<file path="src/design/imv_params.svh">
`ifndef IMV_PARAMS_SVH
`define IMV_PARAMS_SVH

// register indices; byte address is four times the index
`define IMV_IDX_GEN 8'hE0
`define IMV_IDX_TU 8'hE1
`define IMV_IDX_VEC 8'hE2
`define IMV_IDX_STAT 8'hE4
`define IMV_IDX_CLR 8'hE5
`define IMV_IDX_EN 8'hE6
`define IMV_WORD(idx) {22'h000000, (idx)}

`define IMV_MASK_RST 8'h00
`define IMV_VEC_RST 8'h00
`define IMV_STAT_RST 3'h0
`define IMV_RDATA_RST 32'h00000000

// vector of source n is (n + 1) times the step; 0 means none pending
`define IMV_VEC_STEP 8'h04
`define IMV_NSRC 15
`define IMV_NEV 3

// source positions in the combined posted vector
`define IMV_SRC_POR 0
`define IMV_SRC_SPI_RX 3
`define IMV_SRC_GPIO1 7
`define IMV_SRC_TICK 13
`define IMV_SRC_INTERVAL 14

// status event positions
`define IMV_EV_NEW_PEND 0
`define IMV_EV_MASKED_POST 1
`define IMV_EV_VEC_CLEAR 2

`endif

</file>
<file path="src/design/imv_pkg.sv">
package imv_pkg;

    typedef enum logic [2:0] {
        IMV_R_NONE,
        IMV_R_GEN,
        IMV_R_TU,
        IMV_R_VEC,
        IMV_R_STAT,
        IMV_R_CLR,
        IMV_R_EN
    } imv_reg_t;

    typedef enum logic {
        IMV_BUS_IDLE,
        IMV_BUS_WAIT
    } imv_bus_t;

endpackage

</file>
<file path="src/design/imv_top.sv">
// The AHB-Lite register port was chosen for this implementation.
`timescale 1ns/1ps
`include "imv_params.svh"

// How it works
// - timer-usb bit 6 gates interval timer
// - timer-usb bit 5 gates millisecond tick
// - timer-usb bits 4..0 gate usb sources
// - general bit 7 gates second gpio port
// - general bits 6..4 gate sleep, pin1, gpio0
// - general bits 3..2 gate spi receive, transmit
// - general bits 1..0 gate pin0, power-on
// - vector read returns highest-priority pending vector
// - any vector write clears all pending except sources posting in that cycle
// - cleared mask bit keeps interrupt from pending
// - masked sources still record posted interrupts
module imv_top (
    input wire logic hclk, // system clock
    input wire logic hresetn, // async reset, active low
    input wire logic ce, // clock enable, freezes state
    input wire logic hsel, // slave select
    input wire logic [31:0] haddr, // byte address
    input wire logic [1:0] htrans, // transfer type
    input wire logic hwrite, // write not read
    input wire logic [2:0] hsize, // word only
    input wire logic [31:0] hwdata, // write data
    input wire logic hready, // bus ready
    output logic hreadyout, // slave ready
    output logic hresp, // always okay
    output logic [31:0] hrdata, // read data
    input wire logic por_irq, // power-on event
    input wire logic external_pin0_irq, // pin 0 event
    input wire logic spi_tx_irq, // spi transmit event
    input wire logic spi_rx_irq, // spi receive event
    input wire logic gpio0_irq, // first gpio port event
    input wire logic external_pin1_irq, // pin 1 event
    input wire logic sleep_timer_irq, // sleep timer event
    input wire logic gpio1_irq, // second gpio port event
    input wire logic endpoint_zero_irq, // usb endpoint 0
    input wire logic endpoint_one_irq, // usb endpoint 1
    input wire logic endpoint_two_irq, // usb endpoint 2
    input wire logic usb_reset_irq, // usb bus reset
    input wire logic usb_active_irq, // usb bus activity
    input wire logic tick_1ms_irq, // millisecond tick
    input wire logic interval_timer_irq, // interval timer
    output logic irq_request, // some interrupt pending
    output logic [7:0] irq_vector, // registered vector
    output logic irq_out // enabled status summary
);

    imv_pkg::imv_bus_t state_ff;
    imv_pkg::imv_reg_t sel_ff;
    logic wr_ff;
    logic [7:0] gen_mask_ff;
    logic [6:0] tu_mask_ff;
    logic [`IMV_NSRC-1:0] posted_ff;
    logic [`IMV_NSRC-1:0] pend_d_ff;
    logic [7:0] vector_ff;
    logic req_ff;
    logic [`IMV_NEV-1:0] stat_ff;
    logic [`IMV_NEV-1:0] en_ff;
    logic irq_ff;
    logic [31:0] hrdata_ff;
    logic hready_ff;

    function automatic imv_pkg::imv_reg_t imv_dec(input logic [31:0] a);
        imv_pkg::imv_reg_t r;
        r = imv_pkg::IMV_R_NONE;
        if (a[31:2] == `IMV_WORD(`IMV_IDX_GEN)) r = imv_pkg::IMV_R_GEN;
        if (a[31:2] == `IMV_WORD(`IMV_IDX_TU)) r = imv_pkg::IMV_R_TU;
        if (a[31:2] == `IMV_WORD(`IMV_IDX_VEC)) r = imv_pkg::IMV_R_VEC;
        if (a[31:2] == `IMV_WORD(`IMV_IDX_STAT)) r = imv_pkg::IMV_R_STAT;
        if (a[31:2] == `IMV_WORD(`IMV_IDX_CLR)) r = imv_pkg::IMV_R_CLR;
        if (a[31:2] == `IMV_WORD(`IMV_IDX_EN)) r = imv_pkg::IMV_R_EN;
        return r;
    endfunction

    // lowest index wins; scanning downward leaves the winner last
    function automatic logic [7:0] imv_encode(input logic [`IMV_NSRC-1:0] p);
        logic [7:0] v;
        v = `IMV_VEC_RST;
        for (int i = `IMV_NSRC - 1; i >= 0; i--) begin
            if (p[i]) v = 8'(i + 1) * `IMV_VEC_STEP;
        end
        return v;
    endfunction

    // bus side
    wire addr_ok_w = hsel && htrans[1] && hready;
    wire data_ph_w = (state_ff == imv_pkg::IMV_BUS_WAIT);
    wire do_wr_w = ce && data_ph_w && wr_ff;
    wire do_rd_w = ce && data_ph_w && !wr_ff;
    wire gen_wr_w = do_wr_w && (sel_ff == imv_pkg::IMV_R_GEN);
    wire tu_wr_w = do_wr_w && (sel_ff == imv_pkg::IMV_R_TU);
    wire vec_clr_w = do_wr_w && (sel_ff == imv_pkg::IMV_R_VEC);
    wire en_wr_w = do_wr_w && (sel_ff == imv_pkg::IMV_R_EN);
    wire clr_wr_w = do_wr_w && (sel_ff == imv_pkg::IMV_R_CLR);
    wire mask_wr_w = gen_wr_w || tu_wr_w;

    // source order follows the mask bit order, general mask low
    wire [`IMV_NSRC-1:0] src_w = {
        interval_timer_irq, tick_1ms_irq, usb_active_irq, usb_reset_irq,
        endpoint_two_irq, endpoint_one_irq, endpoint_zero_irq,
        gpio1_irq, sleep_timer_irq, external_pin1_irq, gpio0_irq,
        spi_rx_irq, spi_tx_irq, external_pin0_irq, por_irq
    };

    wire [`IMV_NSRC-1:0] mask_w = {tu_mask_ff, gen_mask_ff};
    wire [`IMV_NSRC-1:0] pending_w = posted_ff & mask_w;
    wire [7:0] enc_w = imv_encode(pending_w);

    // only the pending ones go; masked posts survive the clear
    wire [`IMV_NSRC-1:0] kill_w = vec_clr_w ? mask_w : {`IMV_NSRC{1'b0}};

    wire [`IMV_NEV-1:0] ev_w;
    assign ev_w[`IMV_EV_NEW_PEND] = |(pending_w & ~pend_d_ff);
    assign ev_w[`IMV_EV_MASKED_POST] = |(src_w & ~mask_w);
    assign ev_w[`IMV_EV_VEC_CLEAR] = vec_clr_w;
    wire [`IMV_NEV-1:0] stat_clr_w = clr_wr_w ? hwdata[`IMV_NEV-1:0] : `IMV_STAT_RST;
    // an event in the clearing cycle stays set
    wire [`IMV_NEV-1:0] nxt_stat = (stat_ff & ~stat_clr_w) | ev_w;
    wire nxt_irq = |(nxt_stat & en_ff);

    wire [31:0] rd_mux_w =
        (sel_ff == imv_pkg::IMV_R_GEN) ? {24'h000000, gen_mask_ff} :
        (sel_ff == imv_pkg::IMV_R_TU) ? {25'h0000000, tu_mask_ff} :
        (sel_ff == imv_pkg::IMV_R_VEC) ? {24'h000000, enc_w} :
        (sel_ff == imv_pkg::IMV_R_STAT) ? {29'h00000000, stat_ff} :
        (sel_ff == imv_pkg::IMV_R_EN) ? {29'h00000000, en_ff} :
        32'h00000000;

    // one wait state per transfer so a read sees any write before it
    always_ff @(posedge hclk or negedge hresetn) begin
        if (!hresetn) begin
            state_ff <= imv_pkg::IMV_BUS_IDLE;
            sel_ff <= imv_pkg::IMV_R_NONE;
            wr_ff <= 1'b0;
            hready_ff <= 1'b1;
        end else if (ce) begin
            case (state_ff)
                imv_pkg::IMV_BUS_IDLE: begin
                    if (addr_ok_w) begin
                        state_ff <= imv_pkg::IMV_BUS_WAIT;
                        sel_ff <= imv_dec(haddr);
                        wr_ff <= hwrite;
                        hready_ff <= 1'b0;
                    end
                end
                imv_pkg::IMV_BUS_WAIT: begin
                    state_ff <= imv_pkg::IMV_BUS_IDLE;
                    hready_ff <= 1'b1;
                end
                default: begin
                    state_ff <= imv_pkg::IMV_BUS_IDLE;
                    hready_ff <= 1'b1;
                end
            endcase
        end
    end

    always_ff @(posedge hclk or negedge hresetn) begin
        if (!hresetn) begin
            hrdata_ff <= `IMV_RDATA_RST;
        end else if (do_rd_w) begin
            hrdata_ff <= rd_mux_w;
        end
    end

    always_ff @(posedge hclk or negedge hresetn) begin
        if (!hresetn) begin
            gen_mask_ff <= `IMV_MASK_RST;
            tu_mask_ff <= 7'(`IMV_MASK_RST);
            en_ff <= `IMV_STAT_RST;
        end else begin
            if (gen_wr_w) gen_mask_ff <= hwdata[7:0];
            if (tu_wr_w) tu_mask_ff <= hwdata[6:0];
            if (en_wr_w) en_ff <= hwdata[`IMV_NEV-1:0];
        end
    end

    // one posted flag per source, kept whatever its mask says
    genvar g;
    generate
        for (g = 0; g < `IMV_NSRC; g++) begin : g_post
            wire nxt_posted = (posted_ff[g] && !kill_w[g]) || src_w[g];
            always_ff @(posedge hclk or negedge hresetn) begin
                if (!hresetn) begin
                    posted_ff[g] <= 1'b0;
                end else if (ce) begin
                    posted_ff[g] <= nxt_posted;
                end
            end
        end
    endgenerate

    always_ff @(posedge hclk or negedge hresetn) begin
        if (!hresetn) begin
            vector_ff <= `IMV_VEC_RST;
            req_ff <= 1'b0;
            pend_d_ff <= {`IMV_NSRC{1'b0}};
            stat_ff <= `IMV_STAT_RST;
            irq_ff <= 1'b0;
        end else if (ce) begin
            vector_ff <= enc_w;
            req_ff <= |pending_w;
            pend_d_ff <= pending_w;
            stat_ff <= nxt_stat;
            irq_ff <= nxt_irq;
        end
    end

    assign hreadyout = hready_ff;
    assign hresp = 1'b0;
    assign hrdata = hrdata_ff;
    assign irq_request = req_ff;
    assign irq_vector = vector_ff;
    assign irq_out = irq_ff;
endmodule

</file>
<file path="config.mk">
export PLATFORM = sky130hd
export DESIGN_NAME = imv_top
export DESIGN_NICKNAME = d
export VERILOG_FILES = /design/src/design/imv_pkg.sv /design/src/design/imv_top.sv
export VERILOG_INCLUDE_DIRS = /design/src /design/src/design
export SDC_FILE = /design/constraint.sdc
export NUM_CORES = 1
export LEC_CHECK = 0
export BUFFER_PORTS_ARGS = -buffer_cell sky130_fd_sc_hd__buf_4
export CAP_MARGIN = 0
export CORE_UTILIZATION = 50
export DETAILED_ROUTE_END_ITERATION = 8
export GPL_TIMING_DRIVEN = 1
export PLACE_DENSITY_LB_ADDON = 0.05
export SYNTH_ARGS = -nofsm -noshare
export SYNTH_HDL_FRONTEND = slang
export SYNTH_SLANG_ARGS = --single-unit
</file>
<file path="constraint.sdc">
create_clock -name hclk -period 2.21 [get_ports hclk]
set_clock_uncertainty 0.1 [all_clocks]
set_input_delay 0.221 -clock hclk [delete_from_list [all_inputs] [get_ports hclk]]
set_output_delay 0.221 -clock hclk [all_outputs]
set_load 0.01 [all_outputs]
</file>
==> key figures, run 1 <==
Run status
  • Status: finished clean

Die
  • Die Span X: 87.8 µm
  • Die area: 7700 µm²
  • Total core area: 6940 µm²
  • Die height: 87.8 µm
  • Row count: 30
  • # IOs: 134
  • Initial Util: 53.0%

Synthesis
  • Mean Syn Cell Area: 9.46 µm²
  • Syn Inst Count: 389
  • Asr flop ratio synth: 100%
  • Number of synthesized register bits: 71
  • Synth Warn #: 0
  • Synth top area share: 47.6%
  • Synth cell types: 48
  • Area contributors post-synth: dfrtp_1 (48%), buf_4 (6.1%), mux2_2 (5.8%)
  • EDFF count, synth: 0
  • Cell taking the most area after synthesis: dfrtp_1
  • Predominant post-synthesis flop cell: dfrtp_1
  • Sequential-to-total area share from yosys stat: 48.3%
  • Mapped cell area: 3680 µm²

Worst setup path
  • Kind of critical path: in -> reg
  • Flop2flop setup slack: 200 ps
  • Crit end category: register
  • CP max stage delay: 530 ps
  • CP max FO: 2
  • Critical path launch point type: primary input
  • Crit-path cells: dlygate4sd3_1 -> buf_4 -> nand2b_1 -> o2111ai_1 -> a2111oi_2 -> nand4_1 -> a222oi_1 -> a21oi_1
  • Worst Path Arrival: 2130 ps
  • Worst path slowest cell: dlygate4sd3_1
  • WP data required: 2310 ps

Clock tree
  • CTS clock-pin slew for the worst setup and hold paths: 80 ps
  • Max Root-Sink Buffers: 2
  • CTS tree: done
  • Post_cts resized: 0
  • TritonCTS buffer count: 9
  • H-tree depth: 3
  • Hold-fix buffers, CTS: 13
  • Skew-Pair Late Insertion Delay: 350 ps
  • Postcts setup bufs: 0
  • Total clock sinks: 71
  • Root buffer cell: clkbuf_8

Placement
  • IO Port Bufs: 74
  • Final GP Congestion: 0.893
  • DPL Wire Length: 6600 µm
  • DP Area: 4270 µm²

Final layout
  • Ant diodes: 0
  • Final instance area: 4600 µm²
  • Commonest non-fill, non-tap cell in the layout: buf_4
  • Layout overhead on the synthesized area: 25.1%
  • Layout cells sized above 1: 26.2%
  • Most frequent cells in the layout: buf_4 (85), dfrtp_1 (70), nand2_1 (53)
  • Final net count: 573
  • Fillers: 590

Pwr
  • LEAKAGE: 2.20 nW
  • Max rail drop VDD: 0.271 mV
  • Pwr Density: 575 nW/µm²

Routing
  • Total routed wirelength: 8950 µm
  • Number of remaining DRC errors: 0
  • Vias per inst: 5.33
  • Iter 0 DRT Violations: 243
  • DR vias: 3111
  • Post-DRT Antenna Nets: 0
  • Drt wl/cell: 15.3 µm
  • DRT Pass-1 Iters: 5

Timing
  • Fin. max-slew vios: 0
  • RSZ-0062 raised after global routing: no
  • Final setup TNS: 0 ps
  • Tmin final: 2020 ps
  • Final-report hold violation count: 0
  • Slew margin rel.: 41.1%
  • Setup Viol. Count Final: 0
  • Fmax achieved: 0.494 GHz
  • Worst-Margin Slew: 884 ps
  • Tcrit/Tclk final: 91.6%

GRT
  • Largest net degree at the start of global routing: 72
  • GRT Total Usage: 25.2%
  • Gr ovfl total: 0
  • Vias in the first global route: 2930
  • Initial antenna violation count: 0
  • First-pass GRT wire length: 14400 µm

Job
  • Total of max-cap violations: 0

Hold path
  • Worst Hold Class: in -> reg
## layout make-up
cell class | count | area, µm² | area share [%]
Sequential cell | 71 | 1780 | 38.6
Multi-Input combinational cell | 270 | 1610 | 34.9
Timing Repair Buffer | 98 | 768 | 16.7
Clock buffer | 10 | 138 | 2.99
Inverter | 33 | 124 | 2.69
Tap cell | 96 | 120 | 2.61
Clock inverter | 6 | 70.1 | 1.52
## Yosys cell counts (2+ instances only)
library cell	number
nor2_1	17
o22ai_1	11
a22oi_1	6
a222oi_1	2
nand2b_1	7
nor2b_1	5
dfrtp_1	70
a21oi_1	7
mux2_2	19
nand4_1	8
o21ai_1	2
a31oi_1	5
nand3_1	17
inv_1	33
buf_4	30
nor3_1	3
buf_2	2
o21ai_2	2
a22o_1	18
a221o_1	2
o21ai_0	29
a32o_1	2
nand2_1	53
nor4_1	5
clkbuf_1	11
## cells by family (layout without fill, tap and decap cells)
family	Yosys count	in the layout	synth area share, %
and+or+nand+nor	126	126	16.9
DFF	71	71	48.3
AOI/OAI and AO/OA	95	95	17.7
muxes	20	20	6.09
buffers and inverters	76	147	10.9
other	1	29	0.102
## routing by layer
layer / up-vias / GRT usage [%] / wire length [µm]
met1: 1468 / 34.4 / 4130
li1: 1507 / - / -
met3: 11 / 4.90 / 526
met4: 0 / 9.99 / 121
met5: - / 0 / 0
met2: 125 / 39.5 / 4170
## sequential cells by signal, indices dropped and copies added (netlist names)
register	count
irq_out	1
en_ff	3
irq_vector	4
wr_ff	1
tu_mask_ff	7
posted_ff	15
stat_ff	3
sel_ff	3
irq_request	1
data_ph_w	1
pend_d_ff	15
hrdata	8
gen_mask_ff	8
hreadyout	1
## final timing paths
check | cells past startpoint | endpoint | from
worst max-delay path | 8 | irq_out | tick_1ms_irq
worst min-delay path | 2 | posted_ff[6] | sleep_timer_irq
worst max register to register | 6 | irq_out | tu_mask_ff[5]
worst min register to register | 2 | hreadyout | hreadyout
max in group asynchronous | 2 | stat_ff[2] | hresetn
min in group asynchronous | 2 | posted_ff[1] | hresetn
## per-stage QoR
step                      cells  utilization (%)  hold WS, ps  setup WS [ps]  power [mW]
after floorplan             417                -         -175            460        1.48
after global placement      555             61.4          303            277        1.58
after detailed placement    555             61.4          302            196        1.58
after CTS                   584             66.3         1.38            172        2.66
after global routing        584             66.3         3.45           23.3        2.75
final                       584             66.3         8.83            185        2.65
## critical path: cells and delay by family
family	cells	cell delay [ps]
buffers and inverters	2	670
AOI/OAI and AO/OA	4	1020
and+or+nand+nor	2	210
## power breakdown
group          leakage, nW  switching (mW)  internal, mW
registers            0.835          0.0170          1.32
logic                 1.27           0.123         0.113
clock network       0.0947           0.519         0.555
Note: power is estimated with default switching activity, not from simulation.
==> run 2: changes to the inputs <==
- CORE_UTILIZATION: 50 -> 51
- CTS_BUF_LIST: default -> sky130_fd_sc_hd__clkbuf_4
==> key figures, run 2 (synthesis gave the netlist of run 1 again) <==
Clock tree
  • TritonCTS buffer count: 9 (unchanged)
  • Postcts setup bufs: 0 (unchanged)
  • Total clock sinks: 71 (unchanged)
  • CTS clock-pin slew for the worst setup and hold paths: 120 ps (+40 ps)
  • Skew-Pair Late Insertion Delay: 400 ps (+50 ps)
  • CTS tree: done
  • Root buffer cell: clkbuf_4
  • Max Root-Sink Buffers: 2 (unchanged)
  • H-tree depth: 3 (unchanged)

Final layout
  • Fillers: 573 (-2.9%)
  • Commonest non-fill, non-tap cell in the layout: buf_4
  • Most frequent cells in the layout: buf_4 (90), dfrtp_1 (69), nand2_1 (53)
  • Layout overhead on the synthesized area: 28.2%
  • Ant diodes: 0 (unchanged)
  • Cell Count, Final, Fillers Out: 604 (+3.4%)
  • Top flop regs: pend_d_ff x15, posted_ff x15
  • Final net count: 593 (+3.5%)
  • Layout cells sized above 1: 26.2% (-0.048 points)
  • Final instance area: 4720 µm² (+2.4%)

GRT
  • Vias in the first global route: 3013 (+2.8%)
  • Gr ovfl total: 0 (unchanged)
  • Gr busiest metal: met2
  • Met1 Use GR: 38.5% (+4.0 points)
  • GRT Total Usage: 26.8% (+1.6 points)
  • Met3 Usage GRT: 4.93% (+0.028 points)
  • First-pass GRT wire length: 15100 µm (+4.6%)
  • Largest net degree at the start of global routing: 72 (unchanged)
  • Met2 Usage GRT: 39.8% (+0.26 points)
  • Initial antenna violation count: 0 (unchanged)

Run status
  • Status: finished clean

Die
  • Die height: 86.9 µm (-0.96%)
  • Die Span X: 86.9 µm (-0.96%)
  • # IOs: 134 (unchanged)
  • Row count: 30 (unchanged)
  • Initial Util: 53.6% (+0.58 points)
  • Die area: 7560 µm² (-1.9%)
  • Total core area: 6870 µm² (-1.1%)

Worst setup path
  • Crit end category: register
  • WP data required: 2380 ps (+70 ps)
  • CP max FO: 4 (+2)
  • Worst Path Arrival: 2210 ps (+80 ps)
  • Kind of critical path: reg -> reg
  • Critical path launch point type: register

Placement
  • Pre-CTS WS: 141 ps (-54.9 ps)
  • DP Area: 4300 µm² (+0.88%)
  • DPL Wire Length: 6800 µm (+3.0%)
  • IO Port Bufs: 74 (unchanged)
  • Final GP Congestion: 0.862 (-3.5%)
  • Placed cells: 560 (+0.90%)

Routing
  • Iter 0 DRT Violations: 222 (-8.6%)
  • Vias per inst: 5.47 (+2.7%)
  • DRT Pass-1 Iters: 5 (unchanged)
  • Number of remaining DRC errors: 0 (unchanged)
  • Total routed wirelength: 9440 µm (+5.5%)
  • Post-DRT Antenna Nets: 0 (unchanged)
  • Drt wl/cell: 15.6 µm (+2.0%)
  • DR vias: 3305 (+6.2%)

Timing
  • Tmin final: 2040 ps (+19.1 ps)
  • Fmax achieved: 0.489 GHz (-0.93%)
  • Worst setup margin: 166 ps (-19.1 ps)
  • Fin. max-slew vios: 0 (unchanged)
  • Worst-Margin Slew: 879 ps (-4.99 ps)
  • Final setup TNS: 0 ps (unchanged)
  • Slew margin rel.: 41.4% (+0.33 points)
  • Setup Viol. Count Final: 0 (unchanged)
  • Final-report hold violation count: 0 (unchanged)
  • Tcrit/Tclk final: 92.5% (+0.86 points)
  • RSZ-0062 raised after global routing: no

Pwr
  • Pwr Density: 505 nW/µm² (-12%)
  • LEAKAGE: 2.27 nW (+3.1%)
  • Max rail drop VDD: 0.354 mV (+31%)

Hold path
  • Worst Hold Class: in -> reg

Job
  • Total of max-cap violations: 0 (unchanged)
==> run 2: worst paths after layout <==
kind / cells past startpoint / slack [ps] / end / from
min in group asynchronous: 2 / 380 / pend_d_ff[2] / hresetn
max in group asynchronous: 2 / 1010 / tu_mask_ff[5] / hresetn
worst min-delay path: 3 / 50 / stat_ff[2] / ce
worst min register to register: 2 / 370 / hreadyout / hreadyout
worst max register to register: 7 / 170 / irq_out / tu_mask_ff[6]
worst max-delay path: 7 / 170 / irq_out / tu_mask_ff[6]
==> run 2: worst max-delay path, cell delays in order, from the launching register on <==
cell and delay (ps):
dfrtp_1 460, buf_4 180, nand2_1 90, o22ai_1 90, nor4_1 400, nand4_1 180
a222oi_1 300, a21oi_1 120
==> run 2: area by class of cell <==
type | instances | area, µm² | area share, %
clock buffers | 11 | 82.6 | 1.75
clock inverters | 5 | 48.8 | 1.03
inverters | 33 | 124 | 2.63
multi-input cells | 270 | 1610 | 34.0
flip-flops and latches | 71 | 1780 | 37.7
well taps | 96 | 120 | 2.55
repair buffers | 118 | 956 | 20.3
==> run 2: per-layer routing <==
| metal | vias to the layer above | part of all wire (%) |
|---|---|---|
| li1 | 1551 | - |
| met1 | 1582 | 45 |
| met2 | 155 | 45 |
| met3 | 17 | 6.8 |
| met4 | 0 | 2.2 |
| met5 | - | 0 |
==> run 2: repair_timing <==
| item | 4_1_cts | 5_1_grt |
|---|---|---|
| setup endpoints to repair | 0 | 1 |
| hold endpoints to repair | 104 | 0 |
| hold buffers | 28 | 0 |
| gates resized for setup | 0 | 1 |
==> run 2: stage by stage <==
stage | hold slack, ps | power [mW] | utilization, %
finish | 52.0 | 2.38 | 68.7
global route | 48.1 | 2.48 | 68.7
CTS | 37.4 | 2.40 | 68.6
detailed placement | 298 | 1.58 | 62.6
global placement | 299 | 1.58 | 62.6
floorplan | -175 | 1.48 | -
==> run 2: power breakdown <==
part           total [mW]  internal [mW]  switching [mW]
Clock               0.789          0.362           0.426
Sequential           1.34           1.32          0.0159
Combinational       0.259          0.130           0.128
